[config.mk]
export PLATFORM = sky130hd
export DESIGN_NAME = adc_trigger_and_result_regs
export DESIGN_NICKNAME = d
export VERILOG_FILES = /design/src/adc_trigger_pkg.sv /design/src/adc_trigger_and_result_regs.sv /design/src/sar_sequencer.sv
export SDC_FILE = /design/constraint.sdc
export NUM_CORES = 1
export LEC_CHECK = 0
export ABC_CLOCK_PERIOD_IN_PS = 3900
export BUFFER_PORTS_ARGS = -buffer_cell sky130_fd_sc_hd__buf_2
export CORE_ASPECT_RATIO = 2
export CORE_MARGIN = 2
export CORE_UTILIZATION = 56
export CTS_BUF_LIST = sky130_fd_sc_hd__clkbuf_4
export CTS_CLUSTER_SIZE = 16
export DETAILED_ROUTE_END_ITERATION = 10
export PLACE_DENSITY = 0.85
export SLEW_MARGIN = 20
export SYNTH_ARGS = -nofsm -noshare
export SYNTH_HDL_FRONTEND = slang
export SYNTH_SLANG_ARGS = --single-unit
[constraint.sdc]
create_clock -name pclk -period 3.9 [get_ports pclk]
set_input_delay 0.585 -clock pclk [delete_from_list [all_inputs] [get_ports pclk]]
set_output_delay 0.585 -clock pclk [all_outputs]
set_load 0.02 [all_outputs]
[src/adc_trigger_pkg.sv]
// shared constants, field layouts and carriers of the converter control block
package adc_trigger_pkg;

  // ==========================================================================
  // register byte offsets on the apb bus
  localparam logic [11:0] OFFSET_CHANNEL_RUN = 12'h000;
  localparam logic [11:0] OFFSET_FORMAT_CLOCK = 12'h004;
  localparam logic [11:0] OFFSET_TRIGGER_SELECT = 12'h008;
  localparam logic [11:0] OFFSET_RESULT_HIGH = 12'h00C;
  localparam logic [11:0] OFFSET_RESULT_LOW = 12'h010;
  localparam logic [11:0] OFFSET_STATUS = 12'h014;

  // ==========================================================================
  // field positions
  localparam int CHANNEL_MSB = 6;
  localparam int CHANNEL_LSB = 2;
  localparam int GO_BIT = 1;
  localparam int ENABLE_BIT = 0;
  localparam int JUSTIFY_BIT = 7;
  localparam int CLOCK_SEL_MSB = 6;
  localparam int CLOCK_SEL_LSB = 4;
  localparam int REF_SEL_MSB = 1;
  localparam int REF_SEL_LSB = 0;
  localparam int TRIGGER_MSB = 7;
  localparam int TRIGGER_LSB = 4;
  localparam int DONE_FLAG_BIT = 0;

  // ==========================================================================
  // reset values
  localparam logic [7:0] RESET_CHANNEL_RUN = 8'h00;
  localparam logic [7:0] RESET_FORMAT_CLOCK = 8'h00;
  localparam logic [7:0] RESET_TRIGGER_SELECT = 8'h00;

  // ==========================================================================
  // result geometry
  localparam int RESULT_BITS = 10;
  localparam logic [3:0] RESULT_TOP_INDEX = 4'h9;

  // ==========================================================================
  // trigger source codes
  localparam logic [3:0] TRIG_NONE = 4'h0;
  localparam logic [3:0] TRIG_TIMER_ZERO = 4'h3;
  localparam logic [3:0] TRIG_TIMER_ONE = 4'h4;
  localparam logic [3:0] TRIG_TIMER_TWO = 4'h5;
  localparam logic [3:0] TRIG_COMPARATOR_ONE = 4'h6;
  localparam logic [3:0] TRIG_COMPARATOR_TWO = 4'h7;
  localparam logic [3:0] TRIG_LOGIC_CELL_FIRST = 4'h8;
  localparam logic [3:0] TRIG_LOGIC_CELL_LAST = 4'hB;

  // ==========================================================================
  // conversion clock timing
  localparam int CLK_PERIOD_NS = 50;
  localparam int RC_PERIOD_NS = 2000;
  localparam int RC_CYCLES_INT = (RC_PERIOD_NS + CLK_PERIOD_NS - 1) / CLK_PERIOD_NS;
  localparam logic [6:0] RC_CYCLES = 7'(RC_CYCLES_INT);
  localparam logic [6:0] DIV_BY_2 = 7'h02;
  localparam logic [6:0] DIV_BY_4 = 7'h04;
  localparam logic [6:0] DIV_BY_8 = 7'h08;
  localparam logic [6:0] DIV_BY_16 = 7'h10;
  localparam logic [6:0] DIV_BY_32 = 7'h20;
  localparam logic [6:0] DIV_BY_64 = 7'h40;

  // ==========================================================================
  // on-chip trigger sources, one bundle
  typedef struct packed {
    logic timer_zero_wrap;
    logic timer_one_wrap;
    logic timer_two_period_hit;
    logic comparator_one_synced_out;
    logic comparator_two_synced_out;
    logic [3:0] logic_cell_out;
  } trigger_sources_t;

  // sequencer states, gray along idle -> hold -> resolve; resolve -> idle flips both bits
  typedef enum logic [1:0] {
    SEQ_IDLE = 2'b00,
    SEQ_HOLD = 2'b01,
    SEQ_RESOLVE = 2'b11
  } seq_state_t;

endpackage

[src/adc_trigger_and_result_regs.sv]
// converter control: apb registers, auto-trigger edge start, result formatting
//
// Our own choices: the address map and the APB register port.
`timescale 1ns/1ps
// Contract
// - trigger field decodes timers, comparators, logic cells
// - only rising edge of source starts conversion
// - timer wraps still raise their own flags
// - trigger field bits 7:4, low bits zero
// - left justify: high byte holds bits 9:2
// - left justify: low byte bits 7:6 hold 1:0
// - right justify: high byte bits 1:0 hold 9:8
// - right justify: low byte holds bits 7:0
// - result bytes read/write, kept across reset
// - completion clears go, sets flag, loads result
// - trigger edge sets go like software write
// - six unused result bits forced to zero
// - software stop loads partial, filled with last
module adc_trigger_and_result_regs
(
  input wire logic pclk,
  input wire logic presetn,
  input wire logic psel,
  input wire logic penable,
  input wire logic pwrite,
  input wire logic [11:0] paddr,
  input wire logic [31:0] pwdata,
  input wire logic [3:0] pstrb,
  output logic [31:0] prdata,
  output logic pready,
  output logic pslverr,
  input wire adc_trigger_pkg::trigger_sources_t trigger_sources,
  input wire logic comparator_decision,
  output logic converter_enable,
  output logic [4:0] input_channel_select,
  output logic [1:0] reference_select,
  output logic sample_hold,
  output logic [9:0] trial_code,
  output logic conversion_busy,
  output logic conversion_done_flag,
  output logic timer_zero_flag_set,
  output logic timer_one_flag_set
);

  // ==========================================================================
  // register storage
  logic [7:0] channel_run;
  logic [7:0] format_clock;
  logic [7:0] trigger_select;
  logic [7:0] result_high;
  logic [7:0] result_low;
  logic go;
  logic done_flag;
  logic selected_prev;
  logic [6:0] div_count;

  // ==========================================================================
  // bus decode
  wire access_phase;
  wire write_strobe;
  wire setup_read;
  wire hit_channel_run;
  wire hit_format_clock;
  wire hit_trigger_select;
  wire hit_result_high;
  wire hit_result_low;
  wire hit_status;
  wire hit_any;
  wire [7:0] write_byte;
  wire [31:0] read_word;

  // a write needs lane 0 for its byte; other lanes are ignored
  assign access_phase = psel && penable;
  assign write_strobe = access_phase && pwrite && hit_any && pstrb[0];
  assign setup_read = psel && !penable && !pwrite;
  assign write_byte = pwdata[7:0];
  assign hit_channel_run = (paddr == adc_trigger_pkg::OFFSET_CHANNEL_RUN);
  assign hit_format_clock = (paddr == adc_trigger_pkg::OFFSET_FORMAT_CLOCK);
  assign hit_trigger_select = (paddr == adc_trigger_pkg::OFFSET_TRIGGER_SELECT);
  assign hit_result_high = (paddr == adc_trigger_pkg::OFFSET_RESULT_HIGH);
  assign hit_result_low = (paddr == adc_trigger_pkg::OFFSET_RESULT_LOW);
  assign hit_status = (paddr == adc_trigger_pkg::OFFSET_STATUS);
  assign hit_any = hit_channel_run || hit_format_clock || hit_trigger_select
    || hit_result_high || hit_result_low || hit_status;

  // zero wait states; unmapped addresses answer with an error
  assign pready = 1'b1;
  assign pslverr = access_phase && !hit_any;

  // ==========================================================================
  // read multiplexer; go and done are live state, not stored bytes
  wire [7:0] channel_run_view;
  wire [7:0] status_view;

  assign channel_run_view = {1'b0, channel_run[adc_trigger_pkg::CHANNEL_MSB:adc_trigger_pkg::CHANNEL_LSB],
    go, channel_run[adc_trigger_pkg::ENABLE_BIT]};
  assign status_view = {7'h00, done_flag};
  assign read_word = hit_channel_run ? {24'h000000, channel_run_view}
    : hit_format_clock ? {24'h000000, format_clock}
    : hit_trigger_select ? {24'h000000, trigger_select}
    : hit_result_high ? {24'h000000, result_high}
    : hit_result_low ? {24'h000000, result_low}
    : hit_status ? {24'h000000, status_view}
    : 32'h00000000;

  // read data is captured in the setup cycle so it leaves a flip-flop
  always_ff @(posedge pclk or negedge presetn)
  begin
    if (!presetn)
    begin
      prdata <= 32'h00000000;
    end
    else if (setup_read)
    begin
      prdata <= read_word;
    end
  end

  // ==========================================================================
  // trigger source selection
  wire [3:0] trig_code;
  wire trig_logic_cell;
  wire [1:0] cell_index;
  logic selected_source;

  assign trig_code = trigger_select[adc_trigger_pkg::TRIGGER_MSB:adc_trigger_pkg::TRIGGER_LSB];
  assign trig_logic_cell = (trig_code >= adc_trigger_pkg::TRIG_LOGIC_CELL_FIRST)
    && (trig_code <= adc_trigger_pkg::TRIG_LOGIC_CELL_LAST);
  assign cell_index = trig_code[1:0];

  // reserved codes land in the default arm and select a constant low
  always_comb
  begin
    selected_source = 1'b0;
    if (trig_logic_cell)
    begin
      selected_source = trigger_sources.logic_cell_out[cell_index];
    end
    else
    begin
      case (trig_code)
        adc_trigger_pkg::TRIG_TIMER_ZERO: selected_source = trigger_sources.timer_zero_wrap;
        adc_trigger_pkg::TRIG_TIMER_ONE: selected_source = trigger_sources.timer_one_wrap;
        adc_trigger_pkg::TRIG_TIMER_TWO: selected_source = trigger_sources.timer_two_period_hit;
        adc_trigger_pkg::TRIG_COMPARATOR_ONE: selected_source = trigger_sources.comparator_one_synced_out;
        adc_trigger_pkg::TRIG_COMPARATOR_TWO: selected_source = trigger_sources.comparator_two_synced_out;
        default: selected_source = 1'b0;
      endcase
    end
  end

  // a held-high source gives one start only, never a stream
  wire trigger_edge;
  assign trigger_edge = selected_source && !selected_prev;

  always_ff @(posedge pclk or negedge presetn)
  begin
    if (!presetn)
    begin
      selected_prev <= 1'b0;
    end
    else
    begin
      selected_prev <= selected_source;
    end
  end

  // timer wraps pass to their flag logic whatever the trigger choice
  always_ff @(posedge pclk or negedge presetn)
  begin
    if (!presetn)
    begin
      timer_zero_flag_set <= 1'b0;
      timer_one_flag_set <= 1'b0;
    end
    else
    begin
      timer_zero_flag_set <= trigger_sources.timer_zero_wrap;
      timer_one_flag_set <= trigger_sources.timer_one_wrap;
    end
  end

  // ==========================================================================
  // start, stop and go bit
  wire write_channel_run;
  wire software_start;
  wire start_request;
  wire abort_request;
  wire enable_now;
  wire result_valid;
  wire result_complete;
  wire [9:0] result_value;

  assign write_channel_run = write_strobe && hit_channel_run;
  assign enable_now = channel_run[adc_trigger_pkg::ENABLE_BIT];
  assign software_start = write_channel_run && write_byte[adc_trigger_pkg::GO_BIT]
    && write_byte[adc_trigger_pkg::ENABLE_BIT];
  // the acquisition wait is software's job; a trigger edge starts at once
  assign start_request = !go && (software_start || (trigger_edge && enable_now));
  // clearing go or enable mid-conversion stops it
  assign abort_request = go && write_channel_run
    && (!write_byte[adc_trigger_pkg::GO_BIT] || !write_byte[adc_trigger_pkg::ENABLE_BIT]);

  always_ff @(posedge pclk or negedge presetn)
  begin
    if (!presetn)
    begin
      go <= 1'b0;
    end
    else if (start_request)
    begin
      go <= 1'b1;
    end
    else if (result_valid)
    begin
      go <= 1'b0;
    end
    else if (abort_request)
    begin
      go <= 1'b0;
    end
  end

  // ==========================================================================
  // conversion clock divider, restarted at each start
  logic [6:0] div_ratio;
  wire bit_tick;

  always_comb
  begin
    unique case (format_clock[adc_trigger_pkg::CLOCK_SEL_MSB:adc_trigger_pkg::CLOCK_SEL_LSB])
      3'h0: div_ratio = adc_trigger_pkg::DIV_BY_2;
      3'h1: div_ratio = adc_trigger_pkg::DIV_BY_8;
      3'h2: div_ratio = adc_trigger_pkg::DIV_BY_32;
      3'h3: div_ratio = adc_trigger_pkg::RC_CYCLES;
      3'h4: div_ratio = adc_trigger_pkg::DIV_BY_4;
      3'h5: div_ratio = adc_trigger_pkg::DIV_BY_16;
      3'h6: div_ratio = adc_trigger_pkg::DIV_BY_64;
      3'h7: div_ratio = adc_trigger_pkg::RC_CYCLES;
    endcase
  end

  assign bit_tick = go && (div_count == div_ratio - 7'h01);

  always_ff @(posedge pclk or negedge presetn)
  begin
    if (!presetn)
    begin
      div_count <= 7'h00;
    end
    else if (!go || bit_tick)
    begin
      div_count <= 7'h00;
    end
    else
    begin
      div_count <= div_count + 7'h01;
    end
  end

  // ==========================================================================
  // bit sequencer
  sar_sequencer u_sequencer
  (
    .pclk(pclk),
    .presetn(presetn),
    .start(start_request),
    .abort(abort_request),
    .bit_tick(bit_tick),
    .comparator_decision(comparator_decision),
    .sample_hold(sample_hold),
    .trial_code(trial_code),
    .result_valid(result_valid),
    .result_complete(result_complete),
    .result_value(result_value)
  );

  // ==========================================================================
  // control registers
  always_ff @(posedge pclk or negedge presetn)
  begin
    if (!presetn)
    begin
      channel_run <= adc_trigger_pkg::RESET_CHANNEL_RUN;
      format_clock <= adc_trigger_pkg::RESET_FORMAT_CLOCK;
      trigger_select <= adc_trigger_pkg::RESET_TRIGGER_SELECT;
    end
    else if (write_strobe)
    begin
      if (hit_channel_run)
      begin
        channel_run <= {1'b0, write_byte[6:0]};
      end
      if (hit_format_clock)
      begin
        format_clock <= {write_byte[7:4], 2'b00, write_byte[1:0]};
      end
      if (hit_trigger_select)
      begin
        trigger_select <= {write_byte[7:4], 4'h0};
      end
    end
  end

  // done flag: set wins over a write-one clear in the same cycle
  always_ff @(posedge pclk or negedge presetn)
  begin
    if (!presetn)
    begin
      done_flag <= 1'b0;
    end
    else if (result_valid && result_complete)
    begin
      done_flag <= 1'b1;
    end
    else if (write_strobe && hit_status && write_byte[adc_trigger_pkg::DONE_FLAG_BIT])
    begin
      done_flag <= 1'b0;
    end
  end

  // ==========================================================================
  // result formatting, zeros in the six unused places
  wire justify_right;
  wire [7:0] format_high;
  wire [7:0] format_low;

  assign justify_right = format_clock[adc_trigger_pkg::JUSTIFY_BIT];
  assign format_high = justify_right ? {6'h00, result_value[9:8]}
    : result_value[9:2];
  assign format_low = justify_right ? result_value[7:0]
    : {result_value[1:0], 6'h00};

  // no reset term: contents survive every reset and start unknown
  always_ff @(posedge pclk)
  begin
    if (result_valid)
    begin
      result_high <= format_high;
      result_low <= format_low;
    end
    else if (write_strobe)
    begin
      if (hit_result_high)
      begin
        result_high <= write_byte;
      end
      if (hit_result_low)
      begin
        result_low <= write_byte;
      end
    end
  end

  // ==========================================================================
  // outputs to the analog front end
  assign converter_enable = channel_run[adc_trigger_pkg::ENABLE_BIT];
  assign input_channel_select = channel_run[adc_trigger_pkg::CHANNEL_MSB:adc_trigger_pkg::CHANNEL_LSB];
  assign reference_select = format_clock[adc_trigger_pkg::REF_SEL_MSB:adc_trigger_pkg::REF_SEL_LSB];
  assign conversion_busy = go;
  assign conversion_done_flag = done_flag;

endmodule

[src/sar_sequencer.sv]
// successive-approximation bit sequencer with early-stop fill
`timescale 1ns/1ps
module sar_sequencer
(
  input wire logic pclk,
  input wire logic presetn,
  input wire logic start,
  input wire logic abort,
  input wire logic bit_tick,
  input wire logic comparator_decision,
  output logic sample_hold,
  output logic [9:0] trial_code,
  output logic result_valid,
  output logic result_complete,
  output logic [9:0] result_value
);

  adc_trigger_pkg::seq_state_t state;
  adc_trigger_pkg::seq_state_t next_state;
  logic [3:0] bit_idx;
  logic [9:0] code;
  logic last_bit;
  logic in_resolve;
  logic final_tick;
  wire [9:0] resolved_code;
  wire [9:0] partial_code;

  // ==========================================================================
  // per-bit trial, resolve and fill terms
  assign in_resolve = (state == adc_trigger_pkg::SEQ_RESOLVE);
  assign final_tick = in_resolve && bit_tick && (bit_idx == 4'h0);
  // nothing resolved yet means the fill value is zero
  assign last_bit = (in_resolve && bit_idx != adc_trigger_pkg::RESULT_TOP_INDEX) ? code[bit_idx + 4'h1] : 1'b0;

  genvar i;
  generate
    for (i = 0; i < adc_trigger_pkg::RESULT_BITS; i = i + 1)
    begin : g_bit
      assign resolved_code[i] = (bit_idx == 4'(i)) ? comparator_decision : code[i];
      // unresolved bits copy the last one decided
      assign partial_code[i] = (!in_resolve || bit_idx >= 4'(i)) ? last_bit : code[i];
      assign trial_code[i] = code[i] | (in_resolve && bit_idx == 4'(i));
    end
  endgenerate

  assign sample_hold = (state == adc_trigger_pkg::SEQ_HOLD);

  // ==========================================================================
  // state transitions
  always_comb
  begin
    next_state = state;
    unique case (state)
      adc_trigger_pkg::SEQ_IDLE:
      begin
        if (start)
        begin
          next_state = adc_trigger_pkg::SEQ_HOLD;
        end
      end
      adc_trigger_pkg::SEQ_HOLD:
      begin
        if (abort)
        begin
          next_state = adc_trigger_pkg::SEQ_IDLE;
        end
        else if (bit_tick)
        begin
          next_state = adc_trigger_pkg::SEQ_RESOLVE;
        end
      end
      adc_trigger_pkg::SEQ_RESOLVE:
      begin
        if (abort || final_tick)
        begin
          next_state = adc_trigger_pkg::SEQ_IDLE;
        end
      end
      default:
      begin
        next_state = adc_trigger_pkg::SEQ_IDLE;
      end
    endcase
  end

  // state, bit pointer and working code
  always_ff @(posedge pclk or negedge presetn)
  begin
    if (!presetn)
    begin
      state <= adc_trigger_pkg::SEQ_IDLE;
      bit_idx <= 4'h0;
      code <= 10'h000;
    end
    else
    begin
      state <= next_state;
      if (start && state == adc_trigger_pkg::SEQ_IDLE)
      begin
        bit_idx <= adc_trigger_pkg::RESULT_TOP_INDEX;
        code <= 10'h000;
      end
      else if (in_resolve && bit_tick && !abort)
      begin
        code <= resolved_code;
        bit_idx <= bit_idx - 4'h1;
      end
    end
  end

  // result word and its one-cycle strobe
  always_ff @(posedge pclk or negedge presetn)
  begin
    if (!presetn)
    begin
      result_valid <= 1'b0;
      result_complete <= 1'b0;
      result_value <= 10'h000;
    end
    else
    begin
      result_valid <= 1'b0;
      if (abort && state != adc_trigger_pkg::SEQ_IDLE)
      begin
        result_valid <= 1'b1;
        result_complete <= 1'b0;
        result_value <= partial_code;
      end
      else if (final_tick)
      begin
        result_valid <= 1'b1;
        result_complete <= 1'b1;
        result_value <= resolved_code;
      end
    end
  end

endmodule

==> out/metrics.csv <==
metric,value,unit
largest net degree at the start of global routing,41,
maximum clock path buffer count,2,
CP Class,reg2reg,
crit start category,register,
vias in the first global route,4439,
via/cell ratio,6.22,
sequential standard cell area,2080,um2
number of post-CTS setup repair buffers,0,
routability cong.,0.923,
synthesis-to-finish area growth,7.93,%
post-route ant nets,0,
CTS tree,done,
Final setup viols,0,
warnings from Yosys,0,
layout cell share with drive strength beyond 1,20.5,%
max_cap viols,0,
Worst EP required,4260,ps
Post-DP HPWL,10200,um
Lkg Pwr,2.35,nW
crit path capture type,register,
Initial DRT Pass Iterations,5,
Worst-Skew Late Latency,440,ps
"Distinct cells, synth",68,
"Slowest-stage cell, CP",or4_1,
CTS sink cnt,80,
Total Wirelength,13200,um
RSZ-0062 raised after global routing,false,
post-cts sizing count,0,
fmax,330,MHz
# IOs,120,
WP buf/inv,0,
Remaining DRCs,0,
Final nets,673,
Final Critical Period,3030,ps
Initial Utilization,56.8,%
global-route wire length before repair,21400,um
Rel. slew slack,36.8,%
die height,138,um
Post-synth EDFFs,16,
clock-pin slew on the worst setup and hold paths,140,ps
maximum VDD drop,0.170,mV
gr ovfl total,0,
worst slew pin tran,947,ps
# port buffers,67,
initial antenna violation count,1,
via count,4432,
# rows,49,
register bit total from synthesis,80,
cell family with most CP delay,simple AND/OR/NAND/NOR gates,
pwr/cell area,284,nW/um2
"Critical Path, Cell by Cell",or3_1 > ha_1 > nor2b_1 > a221o_2 > xnor2_4 > nand4_4 > or4_1 > a21oi_1,
Worst path max stage delay,550,ps
die area,9830,um2
Final Skew,20.2,ps
Final Util,61.3,%
"Cell Area, Synth",5050,um2
final hold vios,0,
starting DRC count in detailed routing,263,
overall routing resource usage,27.7,%
Critical Path AT,3390,ps
status,"complete, no violations",
sequential cell area fraction in the yosys report,41.3,%
Core Footprint,8890,um2
cts bufs inserted,9,
area occupied by multi-input gates,2670,um2
Gate Count Post-Synth,556,
"commonest cells after routing, fill and taps aside","80 x nand2_1, 67 x buf_2, 64 x dfrtp_1",
Avg WL per Cell,18.5,um
fillers,744,
"commonest non-fill, non-tap cell in the layout",nand2_1,
dominant synthesized flop cell,dfrtp_1,
critical path peak fanout,19,
syn_area_per_cell,9.08,um2
HP Class,in2async,
Pins Over Slew Limit,0,
period utilisation layout,77.7,%
H-tree level count,3,
Async SR Flop Fraction,80.0,%
setup TNS,0,ps
Die Width,71.1,um
root buffer selected by CTS,clkbuf_4,
cts hold-fix bufs,0,
[cells in the mapped netlist, types with 5 or more instances]
cell	n	area (um2)
nor2b_1	6	37.5
or4_1	5	37.5
nand4_1	5	31.3
or3_1	9	56.3
o31ai_1	5	37.5
clkbuf_1	20	75.1
nand2_1	80	300
dfrtp_1	64	1600
nor2_1	31	116
nor3_1	19	95.1
nand3_1	19	95.1
and3_1	5	31.3
o21ai_0	35	175
mux2_2	10	113
edfxtp_1	16	480
a21oi_1	39	195
xnor2_1	6	52.6
ha_1	5	62.6
nand2b_1	18	113
buf_2	6	30.0
buf_4	27	203
mux2i_1	22	220
or2_2	6	37.5
inv_1	14	52.6
[through the flow]
stage	setup WS, ps	instance area [um2]	power [mW]	hold WS [ps]	instances
6_report	868	5450	1.55	266	713
5_1_grt	653	5450	1.60	253	713
4_1_cts	845	5440	1.55	257	712
3_5_place_dp	884	5300	1.05	469	696
3_3_place_gp	1000	5300	1.05	456	696
2_1_floorplan	1220	5130	1.01	289	579
[layer usage]
| metal | share of wire (%) | GRT usage (%) |
|---|---|---|
| met2 | 55 | 51.1 |
| met1 | 33 | 27.3 |
| met5 | 0 | 0 |
| met3 | 4.9 | 3.57 |
| met4 | 7.3 | 19.1 |
[where the power goes]
| group | switching [mW] | internal (mW) | total, mW |
|---|---|---|---|
| sequential | 0.00840 | 0.858 | 0.867 |
| clock | 0.303 | 0.206 | 0.510 |
| combinational | 0.121 | 0.0500 | 0.171 |
[cell type report]
type                    count  share of cell area (%)
multi-input cells         428                    49.0
flip-flops and latches     80                    38.2
repair buffers             71                    6.71
well taps                 102                    2.34
clock buffers              10                    1.38
clock inverters             6                    1.29
inverters                  15                    1.03
diodes                      1                  0.0459
[final timing paths]
check                                   start                   to  slack [ps]  cells past startpoint
min in group pclk          trigger_sources[7]   timer_one_flag_set         270                      1
min reg2reg                         prdata[4]            prdata[4]         500                      2
min                                   presetn            prdata[3]         270                      1
max reg2reg                   format_clock[5]  u_sequencer.code[4]         870                      8
max                           format_clock[5]  u_sequencer.code[4]         870                      8
max in group asynchronous             presetn         div_count[0]        2720                      2
[flip-flops by register name, indices dropped and copies added, names as in the netlist]
name / count
timer_zero_flag_set: 1
u_sequencer.state: 2
result_low: 8
u_sequencer.result_valid: 1
format_clock: 6
selected_prev: 1
u_sequencer.bit_idx: 4
conversion_done_flag: 1
prdata: 8
u_sequencer.result_value: 10
div_count: 7
u_sequencer.code: 10
conversion_busy: 1
result_high: 8
trigger_select: 4
channel_run: 6
u_sequencer.result_complete: 1
timer_one_flag_set: 1
[cells by family (layout without fill, tap and decap cells)]
family / after synthesis / count (layout) / synth area share, %
other: 2 / 26 / 0.149
multiplexers: 36 / 36 / 8.38
XOR/XNOR: 12 / 12 / 2.60
flip-flops: 80 / 80 / 41.3
AO/OA/AOI/OAI: 122 / 122 / 15.2
AND/OR/NAND/NOR: 228 / 228 / 23.6
buffers and inverters: 71 / 102 / 7.59
adder cells (fa/ha/maj): 5 / 5 / 1.24
Note: power is estimated with default switching activity, not from simulation.
